### config.mk
export PLATFORM = sky130hd
export DESIGN_NAME = dic_top
export DESIGN_NICKNAME = d
export VERILOG_FILES = /design/src/rtl/dic_pkg.sv /design/src/rtl/dic_edge_det.sv /design/src/rtl/dic_stack_mem.sv /design/src/rtl/dic_top.sv
export SDC_FILE = /design/constraint.sdc
export NUM_CORES = 1
export LEC_CHECK = 0
export BUFFER_PORTS_ARGS = -buffer_cell sky130_fd_sc_hd__buf_2
export CAP_MARGIN = 20
export CORE_ASPECT_RATIO = 0.5
export CORE_MARGIN = 2
export CORE_UTILIZATION = 55
export DETAILED_ROUTE_END_ITERATION = 12
export GPL_TIMING_DRIVEN = 0
export PLACE_DENSITY_LB_ADDON = 0.05
export SLEW_MARGIN = 25
export SYNTH_ARGS = -nofsm -noshare
export SYNTH_HDL_FRONTEND = slang
export SYNTH_HIERARCHICAL = 1
export SYNTH_SLANG_ARGS = --single-unit
### constraint.sdc
create_clock -name core_clk -period 8.5 [get_ports core_clk]
set_input_delay 0.85 -clock core_clk [delete_from_list [all_inputs] [get_ports core_clk]]
set_output_delay 0.85 -clock core_clk [all_outputs]
set_load 0.03 [all_outputs]
### src/rtl/dic_pkg.sv
// How it works
// - Eleven sources plus reset, fast dispatch
// - Four dedicated external request inputs
// - Serial port b pins become two requests
// - Internal requests: timer, dma, serial, software, power-down
// - Fixed priority; all maskable except power-down, reset
// - Programmable inputs choose edge or level sensing
// - Level inputs always level; edge input always edge
// - Reset vectors to 0000, highest priority
// - Fixed descending priority order with fixed vectors
// - Serial b shares vectors 0020, 0024 with requests
// - Nested preemption or sequential service selectable
// - Pending ANDed with mask; highest survivor wins
// - Power-down never blocked by mask
// - Block all interrupts one cycle after mask write
// - Mask-write block leaves autobuffer and DMA alone
// - Control word holds nesting and sense bits
// - Software forces and clears edge input request
// - Force/clear word write-only, reads return zero
// - Status stack pushed on entry, popped on exit
// - Status stack twelve deep, shared by all
// - Global enable gates all servicing, even power-down
// - Global disable leaves autobuffer and DMA alone
// - Global enable is on after reset
// - Flag and interrupt functions run together
package dic_pkg;
  // Priority index: 10 (power-down) is highest, 0 (timer) is lowest
  localparam int NLEV = 11;
  localparam int L_PWD = 10;
  localparam int L_PRGA = 9;
  localparam int L_LVLB = 8;
  localparam int L_LVLA = 7;
  localparam int L_SATX = 6;
  localparam int L_SARX = 5;
  localparam int L_EDGE = 4;
  localparam int L_BYTE_DMA_PORT = 3;
  localparam int L_SBTX = 2;
  localparam int L_SBRX = 1;
  localparam int L_TMR = 0;
  // Vector addresses, 14 bits
  localparam logic [13:0] VEC_RESET = 14'h0000;
  localparam logic [13:0] VEC_PWD = 14'h002c;
  localparam logic [13:0] VEC_PRGA = 14'h0004;
  localparam logic [13:0] VEC_LVLB = 14'h0008;
  localparam logic [13:0] VEC_LVLA = 14'h000c;
  localparam logic [13:0] VEC_SATX = 14'h0010;
  localparam logic [13:0] VEC_SARX = 14'h0014;
  localparam logic [13:0] VEC_EDGE = 14'h0018;
  localparam logic [13:0] VEC_BYTE_DMA_PORT = 14'h001c;
  localparam logic [13:0] VEC_SBTX = 14'h0020;
  localparam logic [13:0] VEC_SBRX = 14'h0024;
  localparam logic [13:0] VEC_TMR = 14'h0028;
  // APB register byte offsets
  localparam logic [7:0] A_MASK = 8'h00;
  localparam logic [7:0] A_CTRL = 8'h04;
  localparam logic [7:0] A_FCLR = 8'h08;
  localparam logic [7:0] A_STAT = 8'h0c;
  localparam logic [7:0] A_GEN = 8'h10;
  localparam logic [7:0] A_SPB = 8'h14;
  localparam logic [7:0] A_VEC = 8'h18;
  // Control word fields
  localparam int C_SENSE_A = 0;
  localparam int C_SENSE_B = 1;
  localparam int C_SENSE_C = 2;
  localparam int C_NEST = 4;
  // Force/clear word: force bits low, clear bits high
  localparam int FC_CLR = 16;
  // Reset values
  localparam logic [10:0] MASK_RST = 11'h000;
  localparam logic [4:0] CTRL_RST = 5'h00;
  localparam logic GEN_RST = 1'b1;
  localparam int STK_DEPTH = 12;
  localparam int STK_W = 16;
  localparam int SP_W = 4;
endpackage

### src/rtl/dic_edge_det.sv
// Falling edge detector on an active-low request
module dic_edge_det (
  input wire logic core_clk,
  input wire logic arst_n,
  input wire logic req_n,
  output logic fall
);
  logic prev_q;
  // Idle level is high, so reset to high
  always_ff @(posedge core_clk or negedge arst_n) begin
    if (!arst_n) begin
      prev_q <= 1'b1;
    end else begin
      prev_q <= req_n;
    end
  end
  assign fall = prev_q & ~req_n;
endmodule

### src/rtl/dic_stack_mem.sv
// Status stack storage; read data registered
module dic_stack_mem import dic_pkg::*; (
  input wire logic core_clk,
  input wire logic we,
  input wire logic [dic_pkg::SP_W-1:0] waddr,
  input wire logic [dic_pkg::STK_W-1:0] wdata,
  input wire logic [dic_pkg::SP_W-1:0] raddr,
  output logic [dic_pkg::STK_W-1:0] rdata
);
  logic [STK_W-1:0] mem [STK_DEPTH];
  // No reset: contents valid only once pushed
  always_ff @(posedge core_clk) begin
    if (we) begin
      mem[waddr] <= wdata;
    end
    rdata <= mem[raddr];
  end
endmodule

### src/rtl/dic_top.sv
// Prioritizing interrupt controller with APB register access
//
// The implementer's own choices: the APB register port and the register offsets.
module dic_top import dic_pkg::*; (
  input wire logic core_clk,
  input wire logic arst_n,
  input wire logic psel,
  input wire logic penable,
  input wire logic pwrite,
  input wire logic [7:0] paddr,
  input wire logic [31:0] pwdata,
  output logic [31:0] prdata,
  output logic pready,
  output logic pslverr,
  input wire logic ext_req_prog_a_n,
  input wire logic ext_req_level_a_n,
  input wire logic ext_req_level_b_n,
  input wire logic ext_req_edge_n,
  input wire logic spb_pin_rfs_n,
  input wire logic spb_pin_tfs_n,
  input wire logic spb_pin_dr,
  input wire logic spb_tx_req,
  input wire logic spb_rx_req,
  input wire logic spa_tx_req,
  input wire logic spa_rx_req,
  input wire logic timer_req,
  input wire logic byte_dma_port_req,
  input wire logic pwd_req,
  input wire logic sw_req,
  input wire logic [3:0] prog_flag_7_to_4_in,
  input wire logic powerup_reset_ctl,
  input wire logic powerup_event,
  input wire logic seq_ack,
  input wire logic seq_rti,
  input wire logic [dic_pkg::STK_W-1:0] seq_status,
  input wire logic seq_push,
  input wire logic seq_pop,
  output logic int_req,
  output logic [13:0] int_vec,
  output logic [dic_pkg::STK_W-1:0] stk_top,
  output logic stk_overflow,
  output logic flag_input_line,
  output logic [3:0] prog_flag_7_to_4_val,
  output logic dma_xfer_allow
);
  // Whole module state
  typedef struct packed {
    logic [10:0] mask;
    logic [4:0] ctrl;
    logic gen_en;
    logic spb_reconf;
    logic mask_blk;
    logic [10:0] edge_pend;
    logic [10:0] in_svc;
    logic req;
    logic [13:0] vec;
    logic [3:0] lvl;
    logic rst_vec;
    logic [SP_W-1:0] sp;
    logic ovf;
    logic [31:0] rdata;
    logic ready;
  } dic_state_t;
  dic_state_t s_q, s_d;

  // Fixed vector per priority level
  function automatic logic [13:0] vec_of(input logic [3:0] l);
    unique case (l)
      4'd10: vec_of = VEC_PWD;
      4'd9: vec_of = VEC_PRGA;
      4'd8: vec_of = VEC_LVLB;
      4'd7: vec_of = VEC_LVLA;
      4'd6: vec_of = VEC_SATX;
      4'd5: vec_of = VEC_SARX;
      4'd4: vec_of = VEC_EDGE;
      4'd3: vec_of = VEC_BYTE_DMA_PORT;
      4'd2: vec_of = VEC_SBTX;
      4'd1: vec_of = VEC_SBRX;
      4'd0: vec_of = VEC_TMR;
      default: vec_of = VEC_RESET;
    endcase
  endfunction

  // Highest set bit index; top bit is highest priority
  function automatic logic [3:0] top_of(input logic [10:0] v);
    top_of = 4'd0;
    for (int i = 0; i < NLEV; i++) begin
      if (v[i]) begin
        top_of = 4'(i);
      end
    end
  endfunction

  // Edge detectors, one per pin that may edge-sense
  logic [3:0] pin_n;
  logic [3:0] fall;
  assign pin_n = {ext_req_prog_a_n, ext_req_edge_n, spb_pin_tfs_n, spb_pin_rfs_n};
  genvar g;
  generate
    for (g = 0; g < 4; g++) begin : g_edge
      dic_edge_det u_det (
        .core_clk(core_clk),
        .arst_n(arst_n),
        .req_n(pin_n[g]),
        .fall(fall[g])
      );
    end
  endgenerate

  // Status stack
  logic stk_we;
  logic [SP_W-1:0] stk_raddr;
  logic [STK_W-1:0] stk_rdata;
  dic_stack_mem u_stk (
    .core_clk(core_clk),
    .we(stk_we),
    .waddr(s_q.sp),
    .wdata(seq_status),
    .raddr(stk_raddr),
    .rdata(stk_rdata)
  );

  // Bus decode
  logic wr_acc, rd_acc;
  assign wr_acc = psel & penable & pwrite;
  assign rd_acc = psel & penable & ~pwrite;

  logic [10:0] lvl_pend, edge_set, pend, gated, higher;
  logic entry, any_ok, sp_full;
  logic [3:0] win;
  logic [3:0] cur_lvl;
  logic prgb_level, prgc_level;

  always_comb begin
    s_d = s_q;
    lvl_pend = '0;
    edge_set = '0;
    // Level-sensed sources: pending only while low, never latched
    lvl_pend[L_LVLA] = ~ext_req_level_a_n;
    lvl_pend[L_LVLB] = ~ext_req_level_b_n;
    lvl_pend[L_PRGA] = ~s_q.ctrl[C_SENSE_A] & ~ext_req_prog_a_n;
    prgb_level = s_q.spb_reconf & ~s_q.ctrl[C_SENSE_B] & ~spb_pin_tfs_n;
    prgc_level = s_q.spb_reconf & ~s_q.ctrl[C_SENSE_C] & ~spb_pin_rfs_n;
    // Shared vectors: serial b or pin request by mode
    lvl_pend[L_SBTX] = (~s_q.spb_reconf & spb_tx_req) | prgb_level;
    lvl_pend[L_SBRX] = (~s_q.spb_reconf & spb_rx_req) | prgc_level;
    // Internal sources and pin edges latch as events
    edge_set[L_SATX] = spa_tx_req;
    edge_set[L_SARX] = spa_rx_req;
    edge_set[L_BYTE_DMA_PORT] = byte_dma_port_req;
    edge_set[L_TMR] = timer_req | sw_req;
    edge_set[L_PWD] = pwd_req;
    edge_set[L_EDGE] = fall[2];
    edge_set[L_PRGA] = s_q.ctrl[C_SENSE_A] & fall[3];
    edge_set[L_SBTX] = s_q.spb_reconf & s_q.ctrl[C_SENSE_B] & fall[1];
    edge_set[L_SBRX] = s_q.spb_reconf & s_q.ctrl[C_SENSE_C] & fall[0];
    pend = lvl_pend | s_q.edge_pend;
    // Mask AND; power-down always passes the mask
    gated = pend & (s_q.mask | (11'h001 << L_PWD));
    // Nesting: only levels above the active one may preempt
    cur_lvl = top_of(s_q.in_svc);
    higher = '0;
    for (int i = 0; i < NLEV; i++) begin
      higher[i] = (s_q.in_svc == '0) || (s_q.ctrl[C_NEST] && (4'(i) > cur_lvl));
    end
    gated = gated & higher;
    win = top_of(gated);
    any_ok = (gated != '0) & s_q.gen_en & ~s_q.mask_blk;
    sp_full = (s_q.sp == SP_W'(STK_DEPTH));
    entry = 1'b0;
    stk_we = 1'b0;
    stk_raddr = s_q.sp - SP_W'(1);
    // Request/vector output; reset vector has top priority
    if (s_q.rst_vec) begin
      s_d.req = 1'b1;
      s_d.vec = VEC_RESET;
    end else begin
      s_d.req = any_ok;
      s_d.vec = vec_of(win);
      s_d.lvl = win;
    end
    if (seq_ack && s_q.req) begin
      if (s_q.rst_vec) begin
        // Reset vector taken: drop the request; not an entry, so no status push or in-service bit
        s_d.rst_vec = 1'b0;
        s_d.req = 1'b0;
      end else begin
        entry = 1'b1;
        s_d.in_svc[s_q.lvl] = 1'b1;
        // Taking an edge request returns it to idle
        s_d.edge_pend[s_q.lvl] = 1'b0;
        s_d.req = 1'b0;
      end
    end
    if (powerup_event && powerup_reset_ctl) begin
      s_d.rst_vec = 1'b1;
    end
    // Return from service drops the active level
    if (seq_rti && s_q.in_svc != '0) begin
      s_d.in_svc[cur_lvl] = 1'b0;
    end
    // Automatic status push on entry, pop on return
    if ((entry || seq_push) && !sp_full) begin
      stk_we = 1'b1;
      s_d.sp = s_q.sp + SP_W'(1);
    end else if ((entry || seq_push) && sp_full) begin
      s_d.ovf = 1'b1;
    end else if ((seq_rti || seq_pop) && s_q.sp != '0) begin
      s_d.sp = s_q.sp - SP_W'(1);
    end
    // Mask-write block lasts one cycle
    s_d.mask_blk = 1'b0;
    // Register writes at the access phase
    if (wr_acc) begin
      unique case (paddr)
        A_MASK: begin
          s_d.mask = pwdata[10:0];
          s_d.mask_blk = 1'b1;
        end
        A_CTRL: s_d.ctrl = pwdata[4:0];
        A_FCLR: begin
          // Clear first, then force; hardware sets below win
          s_d.edge_pend = (s_d.edge_pend & ~pwdata[FC_CLR +: NLEV]) | pwdata[10:0];
        end
        A_GEN: s_d.gen_en = pwdata[0];
        A_SPB: s_d.spb_reconf = pwdata[0];
        default: ;
      endcase
    end
    // New events win over any clear in the same cycle
    s_d.edge_pend = s_d.edge_pend | edge_set;
    // Read data
    s_d.rdata = '0;
    if (rd_acc) begin
      unique case (paddr)
        A_MASK: s_d.rdata = {21'h0, s_q.mask};
        A_CTRL: s_d.rdata = {27'h0, s_q.ctrl};
        A_FCLR: s_d.rdata = 32'h0;
        A_STAT: s_d.rdata = {s_q.ovf, 3'h0, s_q.sp, 2'h0, s_q.in_svc, pend};
        A_GEN: s_d.rdata = {31'h0, s_q.gen_en};
        A_SPB: s_d.rdata = {31'h0, s_q.spb_reconf};
        A_VEC: s_d.rdata = {17'h0, s_q.req, 14'(s_q.vec)};
        default: s_d.rdata = 32'h0;
      endcase
    end
    // Two-cycle access: ready one cycle into access phase
    s_d.ready = psel & penable & ~s_q.ready;
  end

  // State register
  always_ff @(posedge core_clk or negedge arst_n) begin
    if (!arst_n) begin
      s_q <= '0;
      s_q.mask <= MASK_RST;
      s_q.ctrl <= CTRL_RST;
      s_q.gen_en <= GEN_RST;
      s_q.rst_vec <= 1'b1;
      // Reset vector shows during reset, not one cycle late
      s_q.req <= 1'b1;
      s_q.vec <= VEC_RESET;
    end else begin
      s_q <= s_d;
    end
  end

  assign prdata = s_q.rdata;
  assign pready = s_q.ready;
  assign pslverr = 1'b0;
  assign int_req = s_q.req;
  assign int_vec = s_q.vec;
  assign stk_top = stk_rdata;
  assign stk_overflow = s_q.ovf;
  // Flag input and flags observed alongside interrupts
  assign flag_input_line = spb_pin_dr;
  assign prog_flag_7_to_4_val = prog_flag_7_to_4_in;
  // DMA and autobuffer never gated by blocking or disable
  assign dma_xfer_allow = 1'b1;
endmodule

; ---- Word level (Yosys, flattened, before mapping)
; Memories as Yosys holds them, arrays and structs flattened. A register that Yosys moved wholly into a read port is not among the register bits.
; Cells that the tools add are included.
[word_totals]
regBits = 103
ram_bits = 192
mem_bits_ro = 64
in_bits = 86
output_inout_bits = 72
elab_cells = 186
n_memories = 2
[classes]
add_sub_neg = 2
magnitude_cmp = 15
eq_ne = 8
muxes = 43
bitwise_logic = 51
reduce_logical = 46
[memory_table]
columns = memory, words, word_bits, read_ports, rd_ports_with_merged_regs, write_ports, line
row1 = u_stk.mem, 12, 16, 1, 1, 1, dic_stack_mem.sv:10  ; logic [STK_W-1:0] mem [STK_DEPTH];
row2 = (no name shown), 16, 4, 1, 0, 0, dic_top.sv:68  ; unique case (l)
[op_table]
columns = op, count
row1 = case mux 32 bit (6 select lines), 1
row2 = two-way mux 4 bit, 20
row3 = bitwise AND 11 bit, 5
row4 = NOT 11 bit, 3
row5 = OR 11 bit, 3
row6 = two-way mux 32 bit, 1
row7 = equality test 8 x 5 -> 1 bit (second input constant), 3
row8 = two-way mux 23 bit, 1
row9 = bitwise AND 1 bit, 22
row10 = two-way mux 11 bit, 2
row11 = two-way mux 22 bit, 1
row12 = nonzero test 11 bit, 2
row13 = logical AND 1 bit, 19
row14 = equality test 8 x 4 -> 1 bit (second input constant), 2
row15 = > comparator 3 x 4 -> 1 bit (first input constant), 4
row16 = two-way mux 15 bit, 1
row17 = NOT 1 bit, 14
row18 = logical OR 1 bit, 13
row19 = > comparator 4 bit (first input constant), 3
row20 = two-way mux 1 bit, 12
row21 = two-way mux 12 bit, 1
row22 = AND reduction 2 bit, 6
row23 = zero test 11 bit, 1
row24 = OR 10 x 11 -> 11 bit, 1
row25 = 16 further kinds, 24

; ---- Logic depth before layout (Yosys ltp)
; An unclocked memory read counts as a cell.
[logic_depth]
depth_word = 32
ltp_mapped = 10
ltp_nobuf = 9

; ---- Cells and area by module
; The synthesis kept the hierarchy.
[modules_own_cells]
columns = module, instances, cells_per_inst, area_per_inst_um2, seq_area_each_um2
row1 = dic_stack_mem, 1, 342, 7609.8, 6085.8
row2 = dic_top, 1, 454, 4520.6, 2105.8
row3 = dic_edge_det, 4, 2, 40.0, 26.3

; ---- Worst setup path after synthesis
; OpenSTA, ideal clock, no wires.
[synth_path]
path_type = input to register
startpoint = input port seq_ack
endpoint = memory u_stk.mem[0][0], enable pin
setup_time_ns = 0.409
arrival_ns = 2.994
required_time_ns = 8.091
path_slack_ns = 5.097
stages = 7
path_buffers = 0
cell_sequence = and3b_1 -> nor2_1 -> inv_1 -> nand2_1 -> inv_1 -> or3b_2 -> nor3_1
[synth_via]
elab_chain_cells = 7
[synth_rtl]
columns = element, line
row1 = from (decl), dic_top.sv:33  ; input wire logic seq_ack,
row2 = logical AND 1 bit, dic_top.sv:182  ; if (seq_ack && s_q.req) begin
row3 = two-way mux 1 bit, dic_top.sv:182
row4 = logical OR 1 bit, dic_top.sv:203  ; if ((entry || seq_push) && !sp_full) begin
row5 = logical AND 1 bit, dic_top.sv:203
row6 = two-way mux 1 bit, dic_top.sv:203
row7 = via stk_we, dic_top.sv:111  ; logic stk_we;
row8 = two-way mux 1 bit, dic_stack_mem.sv:13  ; if (we) begin
row9 = two-way mux 1 bit (not written as such), dic_stack_mem.sv:14  ; mem[waddr] <= wdata;
row10 = to (decl), dic_stack_mem.sv:10
; The timed path passes the listed nets, and every way through them passes these cells.

; ---- Worst setup path after layout
[layout_path]
startpoint = register s_q[34] in the netlist's numbering
endpoint = register u_stk/rdata[9] in the netlist's numbering (read register of u_stk.mem)
[layout_via]
elab_chain_cells = 1
[layout_rtl]
columns = element, line
row1 = from (decl), dic_top.sv:64  ; dic_state_t s_q, s_d;
row2 = subtractor 4 x 1 -> 4 bit, dic_top.sv:172  ; stk_raddr = s_q.sp - SP_W'(1);
row3 = via stk_raddr[0], dic_top.sv:112  ; logic [SP_W-1:0] stk_raddr;
row4 = to (decl), dic_stack_mem.sv:8  ; output logic [dic_pkg::STK_W-1:0] rdata
; The timed path passes the listed nets, and every way through them passes these cells.
; A chain may end at the register's enable or synchronous reset.

==> impl_results.md <==
- Detailed placer's ending HPWL: around 19,000 µm
- Final hold vios: 0
- RR Endpoint: u_stk/rdata[9]
- Critical Path Max Stage Delay: around 700 ps
- CP max-delay cell: buf_1
- RSZ-0062 raised after global routing: no
- Congestion Overflow GR: 0
- CTS hold repair buffers: 0
- Syn Area/Cell: around 15 µm²
- H-tree Lvls: 1
- Startpoint types: flop
- Critical Path AT: roughly 3600 ps
- Tot GR Track Use: 0.243
- Share of layout cells above drive strength 1: 0.321
- Initial antenna violation count: 1
- Cell taking the most area after synthesis: edfxtp_1
- PwrDens: 316 nW/µm²
- Max Cap Viol: 0
- Crit path depth: 7
- Fin util: 0.658
- Root buf cell: clkbuf_16
- Wire length per cell: 21.6 µm
- CTS Buf Count: 26
- Number of synthesized flops with an enable pin: roughly 190
- Reg2Reg Depth: 7
- DR vias/cell: ~5.8
- Async SR Flop Fraction: 0.297
- Core Region: ~22,000 µm²
- Worst hold slack: between 150 and 200 ps
- Synth top area share: 0.469
- Netlist cell types: 73
- Seq/Total Area, Yosys: 0.675
- Die H: ~110 µm
- Switching power total: about 1.6 mW
- Final min period: 3230 ps
- Delay-heaviest family, CP: buffers and inverters
- Place WS: between 5000 and 6000 ps
- CP cell instances: inv_1 > ha_1 > xor2_1 > buf_1 > mux4_2 > a22oi_1 > o221ai_1
- Comb pwr share: 0.346
- Flop2flop setup slack: around 5300 ps
- Worst path required time: between 8000 and 9000 ps
- Fin worst setup slack: approximately 5300 ps
- I/O Buffers: roughly 130
- Final Power: 4.53 mW
- DRT iter0 DRCs: between 600 and 700
- # setup viols final: 0
- # DRC: 0
- Die area: 23,600 µm²
- Synth Cell Area: 12,300 µm²
- RD Place Congestion: approximately 0.93
- Horiz. Die Dim: between 200 and 250 µm
- Layout Nets: ~1,100
- Post-CTS Resized: 0
- DR pass1 iterations: 5
- FF+latch count, synth: approximately 300
- Total negative slack: 0 ps
- First-pass GRT wire length: roughly 43,000 µm
- Longest Clk Path Bufs: 3
- Reg clk slew, reported paths: roughly 60 ps
- Cell Rows: 38
- Largest net degree at the start of global routing: 60
- Starting Density: 0.564
- RR Startpoint: s_q[34]
- Final wirelength: about 28,000 µm
- Internal power: just under 3 mW
- CTS tree: yes
- Max Clock Freq: 310 MHz
- Primary FF master, synth: edfxtp_1
- Slew @ Worst Pin: roughly 1100 ps
- Static leakage: approximately 5.8 nW
- End point of the critical path: u_stk/rdata[9]
- Total number of vias: 7,551
- Clock skew: 9.85 ps
- Critical Path Sink Type: flop
- Sequential power share: 0.407
- CP Class: reg2reg
- Slew Limit Fails: 0
- Max VDD drop: around 0.16 mV
- Clock Latency Late Sink: ~540 ps
- Clk pwr share: 0.247
- ANT nets after route: 0
- Setup crit start: s_q[34]
- Area growth from synthesis to layout: 16.6%
- Post-synthesis cell count: between 800 and 900
- Sw frac: 0.344
- Crit-path max FO: 11
- YS warnings: 6
- Hold crit path type: in2async
- Postcts setup bufs: 0
- Vias in the first global route: between 7,000 and 8,000
- # IOs: between 150 and 200
- Clock tree sinks: 296
- Synth top area cells: edfxtp_1 (47%), dfrtp_1 (16%), mux4_2 (5.3%), buf_4 (3.2%), mux2i_1 (2.7%)
- Fin crit share: 0.380
- Rel. slew slack: 0.233
- Status: completed
- Worst path buffer plus inverter count: 2
## worst min path at each step
stage,slack [ps],depth (start not counted),end,from
finish,170,1,s_q[40],arst_n
global route,180,1,s_q[40],arst_n
CTS,170,1,s_q[40],arst_n
detailed placement,430,1,pready,pready
global placement,410,1,pready,pready
floorplan,440,2,s_q[70],s_q[70]
## Yosys cell counts (7+ instances only)
master    count
o21ai_0       8
o221ai_1     17
nor3_1       23
nand3_1       8
nand3b_1      7
nor2_1       44
nand2b_1      8
dfrtp_1      81
dfxtp_1      16
edfxtp_1    192
inv_1        13
and3_1       17
mux2i_1      33
dfstp_2       7
a21oi_1      25
a22oi_1      32
mux2_2       19
mux4_2       29
a31oi_1       9
buf_2        10
nand2_1      34
clkbuf_1     13
nor2b_1       7
buf_4        53
## worst reg2reg max path, stage by stage, from the launching register on
cell      delay, ps
dfrtp_1         580
inv_1           170
ha_1            300
xor2_1          460
buf_1           700
mux4_2          410
a22oi_1         300
o221ai_1        170
## power groups by stage
stage / registers, mW / logic [mW] / clock network, mW
final: 1.84 / 1.56 / 1.12
after global routing: 1.86 / 1.68 / 1.20
after floorplan: 1.93 / 0.996 / 0
after detailed placement: 1.87 / 1.56 / 0
after global placement: 1.87 / 1.50 / 0
after CTS: 1.84 / 1.57 / 1.14
## layer usage
layer,track usage,vias up,share of wire
met5,0,-,0
met4,0.0586,0,0.021
met3,0.0470,48,0.063
met2,0.406,253,0.48
met1,0.335,3850,0.44
li1,-,3400,-
## layout make-up
type,count,area [µm²]
Clock buffer,40,753
Clock inverter,8,51.3
Buffer,85,569
Fill cell,1602,7440
Sequential cell,296,8300
Tap cell,300,375
Timing Repair Buffer,134,734
Antenna cell,1,2.50
Inverter,13,48.8
Multi-Input combinational cell,425,3500
## stage by stage
step | area (µm²) | std cells
5_1_grt | 14300 | 1301
4_1_cts | 14300 | 1301
3_3_place_gp | 13300 | 1244
2_1_floorplan | 12300 | 819
3_5_place_dp | 13500 | 1253
6_report | 14300 | 1302
## registers in the layout, summed over array words and instances (netlist names)
signal               cells
u_stk/rdata             16
int_req                  1
s_q                     50
int_vec                  4
g_edge.u_det/prev_q      4
stk_overflow             1
u_stk/mem              192
pready                   1
prdata                  27
## cell families after synthesis
family	share of synthesized area
compound gates	0.0796
simple gates	0.0827
mux	0.104
other cells	0.000611
buf+inv	0.0503
fa+ha+maj	0.00509
flops	0.675
xor+xnor	0.00285
## placed cells by master, fill, tap and decap left out, types with 9 or more instances in the layout
cell / instances
nor2_1: 35
mux4_2: 29
o221ai_1: 17
buf_2: 134
conb_1: 17
clkbuf_16: 26
and3_1: 17
nor3_1: 20
mux2i_1: 33
buf_4: 59
a21oi_1: 25
mux2_2: 19
clkbuf_1: 22
dfxtp_1: 16
edfxtp_1: 192
a22oi_1: 32
inv_1: 13
dfrtp_1: 81
a31oi_1: 9
nand2_1: 34
(Power assumes the default switching activity.)
